$ cat src/include/gpio_strap_pkg.sv
// Purpose: shared constants and types for the strap and general pin block
// Assumes: 10 MHz mclk, 32-bit AXI4-Lite register access
// Notes: byte offsets are word aligned
// Operation
// - the strap pin pull-up is on while the pin reset is held low.
// - the pull-up turns off a few clocks after the pin reset rises, not at that edge.
// - the strap level is caught at the rising edge of the pin reset and picks the program memory.
// - the caught strap value reads back as a status bit of the first general input register.
// - after the pin reset the strap pin serves as a general pin, as the serial receive input or as the bank address bit output.
// - a low strap selects external program memory, which the board must then provide.
// - a high or open strap selects the internal ROM.
// - the bank address bit maps the upper half of a 128k memory into the 64k program space.
// - every general pin but the twelfth can be input, edge interrupt input or output.
// - the twelfth general pin is input or output only, with no edge interrupt.
// - the IR speed indicator output shows the current speed of the infrared link.
// - the infrared receive and transmit pins serve either as infrared lines or as UART lines.
// - the program memory chip enable is asserted except while the processor is in standby or the pin reset is asserted.
// - the program memory chip enable is held high while the pin reset is asserted.
package gpio_strap_pkg;
  localparam int NUM_GPIO = 12;
  localparam int STRAP_IDX = 5;
  localparam int NOEDGE_IDX = 11;
  localparam int ADDR_W = 8;
  localparam int SPEED_W = 2;

  localparam logic [ADDR_W-1:0] OFS_DIR = 8'h00;
  localparam logic [ADDR_W-1:0] OFS_OUT = 8'h04;
  localparam logic [ADDR_W-1:0] OFS_IN1 = 8'h08;
  localparam logic [ADDR_W-1:0] OFS_EDGE_EN = 8'h0c;
  localparam logic [ADDR_W-1:0] OFS_EDGE_POL = 8'h10;
  localparam logic [ADDR_W-1:0] OFS_STATUS = 8'h14;
  localparam logic [ADDR_W-1:0] OFS_MASK = 8'h18;
  localparam logic [ADDR_W-1:0] OFS_CTRL = 8'h1c;

  localparam int IN1_STRAP_BIT = 15;
  localparam int CTRL_FUNC_LSB = 0;
  localparam int CTRL_BANK_BIT = 2;
  localparam int CTRL_IRUART_BIT = 3;
  localparam int CTRL_SPEED_LSB = 4;
  localparam int CTRL_W = 6;

  localparam logic [NUM_GPIO-1:0] DIR_RST = 12'h000;
  localparam logic [NUM_GPIO-1:0] OUT_RST = 12'h000;
  localparam logic [NUM_GPIO-1:0] EDGE_EN_RST = 12'h000;
  localparam logic [NUM_GPIO-1:0] EDGE_POL_RST = 12'hfff;
  localparam logic [NUM_GPIO-1:0] MASK_RST = 12'h000;
  localparam logic [CTRL_W-1:0] CTRL_RST = 6'h00;
  localparam logic STRAP_RST = 1'b1;

  localparam int CLK_PERIOD_NS = 100;
  localparam int PULLUP_HOLD_NS = 400;
  localparam int PULLUP_HOLD_CYCLES = (PULLUP_HOLD_NS + CLK_PERIOD_NS - 1) / CLK_PERIOD_NS;
  localparam int RESET_MIN_NS = 1000;
  localparam int RESET_MIN_CYCLES = (RESET_MIN_NS + CLK_PERIOD_NS - 1) / CLK_PERIOD_NS;
  localparam int HOLD_CNT_W = 3;

  localparam logic [1:0] RESP_OKAY = 2'h0;
  localparam logic [1:0] RESP_SLVERR = 2'h2;

  typedef enum logic [1:0] {FUNC_GPIO, FUNC_RX, FUNC_BANK} pin6_func_e;

  function automatic logic isMapped(input logic [ADDR_W-1:0] a);
    return (a[1:0] == 2'h0) && (a <= OFS_CTRL);
  endfunction

  // byte lanes applied to a register of up to 16 bits
  function automatic logic [15:0] mergeStrb(input logic [15:0] old, input logic [31:0] d, input logic [3:0] s);
    logic [15:0] r;
    r = old;
    if (s[0]) r[7:0] = d[7:0];
    if (s[1]) r[15:8] = d[15:8];
    return r;
  endfunction
endpackage

$ cat src/design/bit_sync.sv
// Purpose: two-stage synchroniser for pin inputs
// Assumes: synchronous active-high reset
// Notes: first stage feeds only the second
`timescale 1ns/10ps
module bit_sync #(
  parameter int WIDTH = 1,
  parameter logic [WIDTH-1:0] RST_VAL = '0
) (
  input wire logic mclk,
  input wire logic reset,
  input wire logic [WIDTH-1:0] async,
  output logic [WIDTH-1:0] synced
);
  logic [WIDTH-1:0] stage1_r;
  logic [WIDTH-1:0] stage2_r;

  always_ff @(posedge mclk) begin
    if (reset) begin
      stage1_r <= RST_VAL;
      stage2_r <= RST_VAL;
    end else begin
      stage1_r <= async;
      stage2_r <= stage1_r;
    end
  end

  assign synced = stage2_r;
endmodule // bit_sync

$ cat src/design/gpio_edge_detect.sv
// Purpose: per-pin edge detection for interrupt capable pins
// Assumes: levels already synchronised to mclk
// Notes: pulse lasts one cycle
`timescale 1ns/10ps
module gpio_edge_detect
  import gpio_strap_pkg::*;
(
  input wire logic mclk,
  input wire logic reset,
  input wire logic [gpio_strap_pkg::NUM_GPIO-1:0] level,
  input wire logic [gpio_strap_pkg::NUM_GPIO-1:0] enable,
  input wire logic [gpio_strap_pkg::NUM_GPIO-1:0] risingSel,
  output logic [gpio_strap_pkg::NUM_GPIO-1:0] edgePulse
);
  logic [NUM_GPIO-1:0] prev_r;
  logic [NUM_GPIO-1:0] prev_nxt;

  always_comb begin
    prev_nxt = level;
    edgePulse = enable & ((risingSel & level & ~prev_r) | (~risingSel & ~level & prev_r));
  end

  always_ff @(posedge mclk) begin
    if (reset) begin
      prev_r <= '0;
    end else begin
      prev_r <= prev_nxt;
    end
  end
endmodule // gpio_edge_detect

$ cat src/design/reset_strap_and_gpio_pins.sv
// Purpose: strap capture, pin functions and general pins behind AXI4-Lite
// Assumes: pin inputs asynchronous to mclk; cpuStandby and uart/ir data on mclk
// Notes: pin reset is sampled, so its effects lag the pin by three clocks or more
//
// The implementer's own choices: the register addresses and register access over AXI4-Lite.
`timescale 1ns/10ps
module reset_strap_and_gpio_pins
  import gpio_strap_pkg::*;
(
  input wire logic mclk,
  input wire logic reset,
  input wire logic [gpio_strap_pkg::ADDR_W-1:0] awaddr,
  input wire logic awvalid,
  output logic awready,
  input wire logic [31:0] wdata,
  input wire logic [3:0] wstrb,
  input wire logic wvalid,
  output logic wready,
  output logic [1:0] bresp,
  output logic bvalid,
  input wire logic bready,
  input wire logic [gpio_strap_pkg::ADDR_W-1:0] araddr,
  input wire logic arvalid,
  output logic arready,
  output logic [31:0] rdata,
  output logic [1:0] rresp,
  output logic rvalid,
  input wire logic rready,
  input wire logic activeLowResetPin,
  input wire logic [gpio_strap_pkg::NUM_GPIO-1:0] gpioIn,
  output logic [gpio_strap_pkg::NUM_GPIO-1:0] gpioOut,
  output logic [gpio_strap_pkg::NUM_GPIO-1:0] gpioOe,
  output logic strapPullupEn,
  output logic extProgMemSel,
  input wire logic cpuStandby,
  output logic programMemChipEnableN,
  input wire logic irReceiveLine,
  output logic irTransmitLine,
  output logic [gpio_strap_pkg::SPEED_W-1:0] irSpeedIndicator,
  output logic uartRx,
  input wire logic uartTx,
  output logic irRxData,
  input wire logic irTxData,
  output logic interrupt
);
  import gpio_strap_pkg::*;

  logic rstPinSync;
  logic irRxSync;
  logic [NUM_GPIO-1:0] gpioSync;
  logic [NUM_GPIO-1:0] edgePulse;
  logic pinResetActive;
  logic releaseEdge;
  pin6_func_e pinFunc;

  // register file
  logic [NUM_GPIO-1:0] dir_r, dir_nxt;
  logic [NUM_GPIO-1:0] outReg_r, outReg_nxt;
  logic [NUM_GPIO-1:0] edgeEn_r, edgeEn_nxt;
  logic [NUM_GPIO-1:0] edgePol_r, edgePol_nxt;
  logic [NUM_GPIO-1:0] status_r, status_nxt;
  logic [NUM_GPIO-1:0] mask_r, mask_nxt;
  logic [CTRL_W-1:0] ctrl_r, ctrl_nxt;

  // bus state
  logic awHeld_r, awHeld_nxt;
  logic wHeld_r, wHeld_nxt;
  logic [ADDR_W-1:0] awAddr_r, awAddr_nxt;
  logic [31:0] wData_r, wData_nxt;
  logic [3:0] wStrb_r, wStrb_nxt;
  logic bvalid_r, bvalid_nxt;
  logic [1:0] bresp_r, bresp_nxt;
  logic rvalid_r, rvalid_nxt;
  logic [31:0] rdata_r, rdata_nxt;
  logic [1:0] rresp_r, rresp_nxt;
  logic doWrite;
  logic [NUM_GPIO-1:0] w1c;

  // strap and pin state
  logic rstPinPrev_r, rstPinPrev_nxt;
  logic strap_r, strap_nxt;
  logic [HOLD_CNT_W-1:0] holdCnt_r, holdCnt_nxt;
  logic pullup_r, pullup_nxt;
  logic [NUM_GPIO-1:0] gpioOut_r, gpioOut_nxt;
  logic [NUM_GPIO-1:0] gpioOe_r, gpioOe_nxt;
  logic chipEnN_r, chipEnN_nxt;
  logic irTx_r, irTx_nxt;
  logic uartRx_r, uartRx_nxt;
  logic irRxData_r, irRxData_nxt;
  logic extSel_r, extSel_nxt;
  logic irq_r, irq_nxt;

  // pin reset idles asserted until seen high
  bit_sync #(.WIDTH(1), .RST_VAL(1'b0)) u_rst_sync (
    .mclk(mclk),
    .reset(reset),
    .async(activeLowResetPin),
    .synced(rstPinSync)
  );

  bit_sync #(.WIDTH(1), .RST_VAL(1'b1)) u_irrx_sync (
    .mclk(mclk),
    .reset(reset),
    .async(irReceiveLine),
    .synced(irRxSync)
  );

  bit_sync #(.WIDTH(NUM_GPIO), .RST_VAL(OUT_RST)) u_gpio_sync (
    .mclk(mclk),
    .reset(reset),
    .async(gpioIn),
    .synced(gpioSync)
  );

  gpio_edge_detect u_edge (
    .mclk(mclk),
    .reset(reset),
    .level(gpioSync),
    .enable(edgeEn_r & ~dir_r & {NUM_GPIO{~pinResetActive}}),
    .risingSel(edgePol_r),
    .edgePulse(edgePulse)
  );

  assign pinResetActive = ~rstPinSync;
  assign releaseEdge = rstPinSync & ~rstPinPrev_r;
  assign pinFunc = pin6_func_e'(ctrl_r[CTRL_FUNC_LSB +: 2]);

  // ---------------- bus slave ----------------
  assign awready = ~awHeld_r & ~bvalid_r;
  assign wready = ~wHeld_r & ~bvalid_r;
  assign arready = ~rvalid_r;
  assign doWrite = awHeld_r & wHeld_r & ~bvalid_r;

  always_comb begin
    awHeld_nxt = awHeld_r;
    wHeld_nxt = wHeld_r;
    awAddr_nxt = awAddr_r;
    wData_nxt = wData_r;
    wStrb_nxt = wStrb_r;
    bvalid_nxt = bvalid_r;
    bresp_nxt = bresp_r;
    if (awvalid && awready) begin
      awHeld_nxt = 1'b1;
      awAddr_nxt = awaddr;
    end
    if (wvalid && wready) begin
      wHeld_nxt = 1'b1;
      wData_nxt = wdata;
      wStrb_nxt = wstrb;
    end
    if (doWrite) begin
      awHeld_nxt = 1'b0;
      wHeld_nxt = 1'b0;
      bvalid_nxt = 1'b1;
      bresp_nxt = isMapped(awAddr_r) ? RESP_OKAY : RESP_SLVERR;
    end else if (bvalid_r && bready) begin
      bvalid_nxt = 1'b0;
    end
  end

  always_comb begin
    rvalid_nxt = rvalid_r;
    rdata_nxt = rdata_r;
    rresp_nxt = rresp_r;
    if (arvalid && arready) begin
      rvalid_nxt = 1'b1;
      rresp_nxt = isMapped(araddr) ? RESP_OKAY : RESP_SLVERR;
      rdata_nxt = 32'h0000_0000;
      case (araddr)
        OFS_DIR: rdata_nxt[NUM_GPIO-1:0] = dir_r;
        OFS_OUT: rdata_nxt[NUM_GPIO-1:0] = outReg_r;
        OFS_IN1: begin
          rdata_nxt[NUM_GPIO-1:0] = gpioSync;
          rdata_nxt[IN1_STRAP_BIT] = strap_r;
        end
        OFS_EDGE_EN: rdata_nxt[NUM_GPIO-1:0] = edgeEn_r;
        OFS_EDGE_POL: rdata_nxt[NUM_GPIO-1:0] = edgePol_r;
        OFS_STATUS: rdata_nxt[NUM_GPIO-1:0] = status_r;
        OFS_MASK: rdata_nxt[NUM_GPIO-1:0] = mask_r;
        OFS_CTRL: rdata_nxt[CTRL_W-1:0] = ctrl_r;
        default: rdata_nxt = 32'h0000_0000;
      endcase
    end else if (rvalid_r && rready) begin
      rvalid_nxt = 1'b0;
    end
  end

  // ---------------- registers ----------------
  always_comb begin
    logic [15:0] m;
    m = 16'h0000;
    dir_nxt = dir_r;
    outReg_nxt = outReg_r;
    edgeEn_nxt = edgeEn_r;
    edgePol_nxt = edgePol_r;
    mask_nxt = mask_r;
    ctrl_nxt = ctrl_r;
    w1c = '0;
    if (doWrite) begin
      case (awAddr_r)
        OFS_DIR: begin
          m = mergeStrb({4'h0, dir_r}, wData_r, wStrb_r);
          dir_nxt = m[NUM_GPIO-1:0];
        end
        OFS_OUT: begin
          m = mergeStrb({4'h0, outReg_r}, wData_r, wStrb_r);
          outReg_nxt = m[NUM_GPIO-1:0];
        end
        OFS_EDGE_EN: begin
          m = mergeStrb({4'h0, edgeEn_r}, wData_r, wStrb_r);
          edgeEn_nxt = m[NUM_GPIO-1:0];
        end
        OFS_EDGE_POL: begin
          m = mergeStrb({4'h0, edgePol_r}, wData_r, wStrb_r);
          edgePol_nxt = m[NUM_GPIO-1:0];
        end
        OFS_STATUS: begin
          m = mergeStrb(16'h0000, wData_r, wStrb_r);
          w1c = m[NUM_GPIO-1:0];
        end
        OFS_MASK: begin
          m = mergeStrb({4'h0, mask_r}, wData_r, wStrb_r);
          mask_nxt = m[NUM_GPIO-1:0];
        end
        OFS_CTRL: begin
          m = mergeStrb({10'h000, ctrl_r}, wData_r, wStrb_r);
          ctrl_nxt = m[CTRL_W-1:0];
        end
        default: m = 16'h0000;
      endcase
    end
    edgeEn_nxt[NOEDGE_IDX] = 1'b0;
    // new edge beats a same-cycle clear
    status_nxt = (status_r & ~w1c) | edgePulse;
    irq_nxt = |(status_nxt & mask_r);
  end

  // ---------------- strap and pins ----------------
  always_comb begin
    rstPinPrev_nxt = rstPinSync;
    strap_nxt = strap_r;
    if (releaseEdge) begin
      strap_nxt = gpioSync[STRAP_IDX];
    end
    extSel_nxt = ~strap_nxt;
    // pull-up lingers so the strap level settles before the pin is reused
    holdCnt_nxt = holdCnt_r;
    if (pinResetActive) begin
      holdCnt_nxt = HOLD_CNT_W'(PULLUP_HOLD_CYCLES);
    end else if (holdCnt_r != '0) begin
      holdCnt_nxt = holdCnt_r - 1'b1;
    end
    pullup_nxt = pinResetActive | (holdCnt_nxt != '0);

    gpioOut_nxt = outReg_r;
    gpioOe_nxt = dir_r;
    case (pinFunc)
      FUNC_RX: gpioOe_nxt[STRAP_IDX] = 1'b0;
      FUNC_BANK: begin
        gpioOut_nxt[STRAP_IDX] = ctrl_r[CTRL_BANK_BIT];
        gpioOe_nxt[STRAP_IDX] = 1'b1;
      end
      default: gpioOe_nxt[STRAP_IDX] = dir_r[STRAP_IDX];
    endcase
    // no pin may fight the strap while it is sampled
    if (pinResetActive || holdCnt_r != '0) begin
      gpioOe_nxt = '0;
    end

    chipEnN_nxt = pinResetActive | cpuStandby;
    if (ctrl_r[CTRL_IRUART_BIT]) begin
      irTx_nxt = uartTx;
      irRxData_nxt = 1'b1;
    end else begin
      irTx_nxt = irTxData;
      irRxData_nxt = irRxSync;
    end
    if (pinFunc == FUNC_RX) begin
      uartRx_nxt = gpioSync[STRAP_IDX];
    end else if (ctrl_r[CTRL_IRUART_BIT]) begin
      uartRx_nxt = irRxSync;
    end else begin
      uartRx_nxt = 1'b1;
    end
  end

  always_ff @(posedge mclk) begin
    if (reset) begin
      awHeld_r <= 1'b0;
      wHeld_r <= 1'b0;
      awAddr_r <= '0;
      wData_r <= 32'h0000_0000;
      wStrb_r <= 4'h0;
      bvalid_r <= 1'b0;
      bresp_r <= RESP_OKAY;
      rvalid_r <= 1'b0;
      rdata_r <= 32'h0000_0000;
      rresp_r <= RESP_OKAY;
      dir_r <= DIR_RST;
      outReg_r <= OUT_RST;
      edgeEn_r <= EDGE_EN_RST;
      edgePol_r <= EDGE_POL_RST;
      status_r <= '0;
      mask_r <= MASK_RST;
      ctrl_r <= CTRL_RST;
      irq_r <= 1'b0;
      rstPinPrev_r <= 1'b0;
      strap_r <= STRAP_RST;
      extSel_r <= ~STRAP_RST;
      holdCnt_r <= HOLD_CNT_W'(PULLUP_HOLD_CYCLES);
      pullup_r <= 1'b1;
      gpioOut_r <= OUT_RST;
      gpioOe_r <= '0;
      chipEnN_r <= 1'b1;
      irTx_r <= 1'b1;
      uartRx_r <= 1'b1;
      irRxData_r <= 1'b1;
    end else begin
      awHeld_r <= awHeld_nxt;
      wHeld_r <= wHeld_nxt;
      awAddr_r <= awAddr_nxt;
      wData_r <= wData_nxt;
      wStrb_r <= wStrb_nxt;
      bvalid_r <= bvalid_nxt;
      bresp_r <= bresp_nxt;
      rvalid_r <= rvalid_nxt;
      rdata_r <= rdata_nxt;
      rresp_r <= rresp_nxt;
      dir_r <= dir_nxt;
      outReg_r <= outReg_nxt;
      edgeEn_r <= edgeEn_nxt;
      edgePol_r <= edgePol_nxt;
      status_r <= status_nxt;
      mask_r <= mask_nxt;
      ctrl_r <= ctrl_nxt;
      irq_r <= irq_nxt;
      rstPinPrev_r <= rstPinPrev_nxt;
      strap_r <= strap_nxt;
      extSel_r <= extSel_nxt;
      holdCnt_r <= holdCnt_nxt;
      pullup_r <= pullup_nxt;
      gpioOut_r <= gpioOut_nxt;
      gpioOe_r <= gpioOe_nxt;
      chipEnN_r <= chipEnN_nxt;
      irTx_r <= irTx_nxt;
      uartRx_r <= uartRx_nxt;
      irRxData_r <= irRxData_nxt;
    end
  end

  assign bvalid = bvalid_r;
  assign bresp = bresp_r;
  assign rvalid = rvalid_r;
  assign rdata = rdata_r;
  assign rresp = rresp_r;
  assign gpioOut = gpioOut_r;
  assign gpioOe = gpioOe_r;
  assign strapPullupEn = pullup_r;
  assign extProgMemSel = extSel_r;
  assign programMemChipEnableN = chipEnN_r;
  assign irTransmitLine = irTx_r;
  assign irSpeedIndicator = ctrl_r[CTRL_SPEED_LSB +: SPEED_W];
  assign uartRx = uartRx_r;
  assign irRxData = irRxData_r;
  assign interrupt = irq_r;
endmodule // reset_strap_and_gpio_pins

$ cat config.mk
export PLATFORM = sky130hd
export DESIGN_NAME = reset_strap_and_gpio_pins
export DESIGN_NICKNAME = d
export VERILOG_FILES = /design/src/include/gpio_strap_pkg.sv /design/src/design/bit_sync.sv /design/src/design/gpio_edge_detect.sv /design/src/design/reset_strap_and_gpio_pins.sv
export SDC_FILE = /design/constraint.sdc
export NUM_CORES = 1
export LEC_CHECK = 0
export BUFFER_PORTS_ARGS = -buffer_cell sky130_fd_sc_hd__buf_4
export CAP_MARGIN = 30
export CORE_UTILIZATION = 45
export CTS_BUF_LIST = sky130_fd_sc_hd__clkbuf_4
export DETAILED_ROUTE_END_ITERATION = 10
export PLACE_DENSITY = 0.65
export SETUP_SLACK_MARGIN = 0.15
export SLEW_MARGIN = 20
export SYNTH_ARGS = -nofsm -noshare
export SYNTH_HDL_FRONTEND = slang
export SYNTH_HIERARCHICAL = 1
export SYNTH_SLANG_ARGS = --single-unit
$ cat constraint.sdc
create_clock -name mclk -period 1.7 [get_ports mclk]
set_input_delay 0.17 -clock mclk [delete_from_list [all_inputs] [get_ports mclk]]
set_output_delay 0.17 -clock mclk [all_outputs]
set_load 0.02 [all_outputs]
==> flow_summary.json <==
{
  "clk_pin_slew_ns": 0.15,
  "muxShareOfSynthArea_pct": 7.25,
  "cp-start-kind": "flop",
  "crit_fanout": 3,
  "hold_path.startpoint": "awvalid",
  "netlist_area_um2": 8210,
  "viasPerCell": 5.33,
  "placeableCoreArea_um2": 17900,
  "remaining_drc_errors": 0,
  "power.density_nw_per_um2": 705,
  "die_area_um2": 18800,
  "place.gp.congestion": 0.848,
  "violations": "setup timing",
  "routedWlPerCell_um": 16.8,
  "clkLatencyLatePin_ns": 0.60,
  "pin_count": 150,
  "use_met3_pct": 4.15,
  "drt_iter0_drc": 348,
  "holdPathStages": 4,
  "start_util_pct": 45.9,
  "synth-edff-count": 0,
  "dpl.cell_count": 1273,
  "nets": 1202,
  "r2r_end": "interrupt",
  "synthAdderAreaFrac_pct": 0.610,
  "drv_slew": 0,
  "reg2reg_from": "awAddr_r[6]",
  "routed_wl_um": 22900,
  "path_cells": "or4b_4 > nor3b_4 > buf_4 > a31oi_1 > nor4_1 > a31oi_1",
  "gr-total-overflow": 0,
  "grt_busiest_layer": "met2",
  "cap_viol_max_count": 0,
  "grt_max_degree": 71,
  "final_cell_mix": "dfxtp_1 (186), buf_4 (168), nand2_1 (94), nor2_1 (53), a21oi_1 (51)",
  "grtUsageTotal_pct": 25.0,
  "slowest_delay_ns": 0.59,
  "vias": 7265,
  "die_h_um": 137,
  "p_leak_uw": 0.00461,
  "ys.flop_type": "dfxtp_1",
  "hold_path_class": "input port to flop",
  "clk_path_buf_depth": 2,
  "fin_util_pct": 63.5,
  "synth_simple_gate_area_share_pct": 26.6,
  "fill_cells": 1504,
  "slew_headroom_pct": 43.9,
  "grt_pass1_wl_um": 35600,
  "synth.avg_cell_area_um2": 9.07,
  "htree_levels": 4,
  "n_antenna_cell": 0,
  "peakVddDrop_uv": 398,
  "clock-sinks": 194,
  "outcome": "complete, but fails checks",
  "post_dp_cell_area_um2": 9810,
  "detail-route-antenna-nets": 0,
  "r2r_cells": 6,
  "port_buffers": 106,
  "final_common_cell": "dfxtp_1",
  "yosys.area_share.xor_xnor_pct": 0.107,
  "root_buffer": "clkbuf_4",
  "die_w_um": 137,
  "first_global_vias": 6977,
  "cp_top_family": "simple AND/OR/NAND/NOR gates",
  "synth_top_family_by_area": "simple AND/OR/NAND/NOR gates",
  "grt_use_met1_pct": 29.1,
  "drt_pass1_iterations": 5,
  "worstPathArrival_ns": 2.40,
  "postLayoutSetupSlackWorst_ns": -0.241,
  "ys_ff_latch": 194,
  "synthToLayoutAreaGrowth_pct": 38.6,
  "fin_tns_setup_ns": -4.41,
  "finalHoldViolCount": 0,
  "antenna_found_initial": 0,
  "synth_compound_area_share_pct": 12.1,
  "cp-end-kind": "flop",
  "worst_slew_pin_slew_ns": 0.839,
  "period_share_pct": 114,
  "cp_common_cell": "a31oi_1",
  "setup_viol": 45,
  "crit_required_ns": 2.16,
  "fin_area_um2": 11400,
  "async_flop_share_pct": 0,
  "rrSetupSlack_ns": -0.24,
  "cpMaxStageDelayCell": "or4b_4",
  "met2_usage_pct": 44.6,
  "cts_buffers": 17,
  "rows": 49,
  "crit_cells": 6,
  "cts_tree": "built",
  "yosys_warnings": 6,
  "synthDistinctLibCells": 62,
  "synth_seq_area_share_pct": 47.3,
  "fmaxAchievable_mhz": 515,
  "instances_no_fill": 1364,
  "min_to": "awAddr_r[4]",
  "critical_path_buf_inv_count": 1,
  "layout-drive-gt1-share_pct": 36.5,
  "fin_skew_ns": 0.0226,
  "critical_path_class": "flop to flop",
  "period_needed_ns": 1.94,
  "grt_setup_unrepaired": "yes",
  "syn_inst": 905,
  "dp_hpwl_um": 15800
}
-- Yosys cell counts, types with 4 or more instances --
library cell  number  share of area [%]
dfxtp_1          194                 47
nand2_1          137                6.3
a21oi_1           72                4.4
nor2_1            57                2.6
nand3_1           53                3.2
mux2i_1           46                5.6
clkbuf_1          37                1.7
inv_1             27                1.2
nor2b_1           27                2.1
buf_4             23                2.1
nor2b_2           22                2.3
o21ai_0           20                1.2
and2_1            15                1.1
nand3b_1          15                1.4
nand4b_1          14                1.5
o31ai_2           12                1.8
a31oi_1            7               0.53
nand2b_1           7               0.53
nor3b_1            7               0.64
o22ai_1            7               0.53
a221oi_1           6               0.64
nor3_1             6               0.37
buf_1              5               0.23
o221a_2            5               0.69
o22a_1             5               0.53
a22oi_1            4               0.37
and2b_1            4               0.37
buf_2              4               0.24
ha_1               4               0.61
mux2_2             4               0.55
mux4_2             4                1.1
-- registers in the layout, indices dropped and copies added, names as in the netlist, 2 cells and up --
signal	flops
edgePol_r	12
mask_r	12
u_gpio_sync/stage1_r	12
u_edge/prev_r	12
gpioOe	12
awAddr_r	8
status_r	12
holdCnt_r	3
outReg_r	12
gpioOut	12
edgeEn_r	11
wStrb_r	2
ctrl_r	6
u_gpio_sync/synced	12
wData_r	12
dir_r	12
rdata	13
-- worst max path at each step --
stage,from,endpoint,slack [ns]
2_1_floorplan,bvalid,interrupt,-0.1
3_3_place_gp,u_rst_sync/synced,interrupt,-0.22
3_5_place_dp,awAddr_r[7],interrupt,-0.21
4_1_cts,awAddr_r[6],interrupt,-0.23
5_1_grt,u_rst_sync/synced,interrupt,-0.32
6_report,awAddr_r[6],interrupt,-0.24
-- area by class of cell --
cell class	instances	area (um2)	share of cell area, %
well taps	229	287	2.52
multi-input cells	633	4580	40.2
flip-flops and latches	194	3900	34.2
repair buffers	249	2280	20.0
clock buffers	18	135	1.19
inverters	27	101	0.891
clock inverters	14	104	0.913
-- worst reg2reg max path, stage by stage (launching register included) --
cell and delay [ns]:
dfxtp_2 0.35, or4b_4 0.59, nor3b_4 0.25, buf_4 0.15, a31oi_1 0.07, nor4_1 0.28
a31oi_1 0.13
-- logic make-up (layout without fill, tap and decap cells) --
kind of cell	after synthesis	count (layout)
flops	194	194
fa+ha+maj	4	4
xor+xnor	1	1
compound gates	151	151
simple gates	400	400
mux	54	54
other cells	1	23
buf+inv	100	308
-- where the power goes --
group	internal (uW)	total [uW]	switching, uW
sequential	4650	4730	82.1
clock	611	2240	1630
combinational	482	1050	569
-- layer usage --
metal,vias up,share of wire (%)
li1,3526,-
met1,3495,42
met2,191,51
met3,53,3.7
met4,0,3.6
met5,-,0
-- timing repair --
item	in CTS	in global routing
hold buffers	45	0
setup buffers	9	2
endpoints found under the setup margin	77	93
pin swaps	79	32
gates resized for setup	88	81
endpoints found under the hold margin	47	0
gates cloned	2	1
-- stage by stage --
stage / setup slack (ns) / hold slack (ns) / total power [uW]
CTS: -0.226 / 0.000549 / 8040
detailed placement: -0.215 / 0.358 / 5680
finish: -0.241 / 0.0362 / 8020
floorplan: -0.0998 / 0.242 / 5320
global route: -0.318 / 0.0582 / 8360
global placement: -0.222 / 0.354 / 5670
Power figures use the tool's default switching activity.
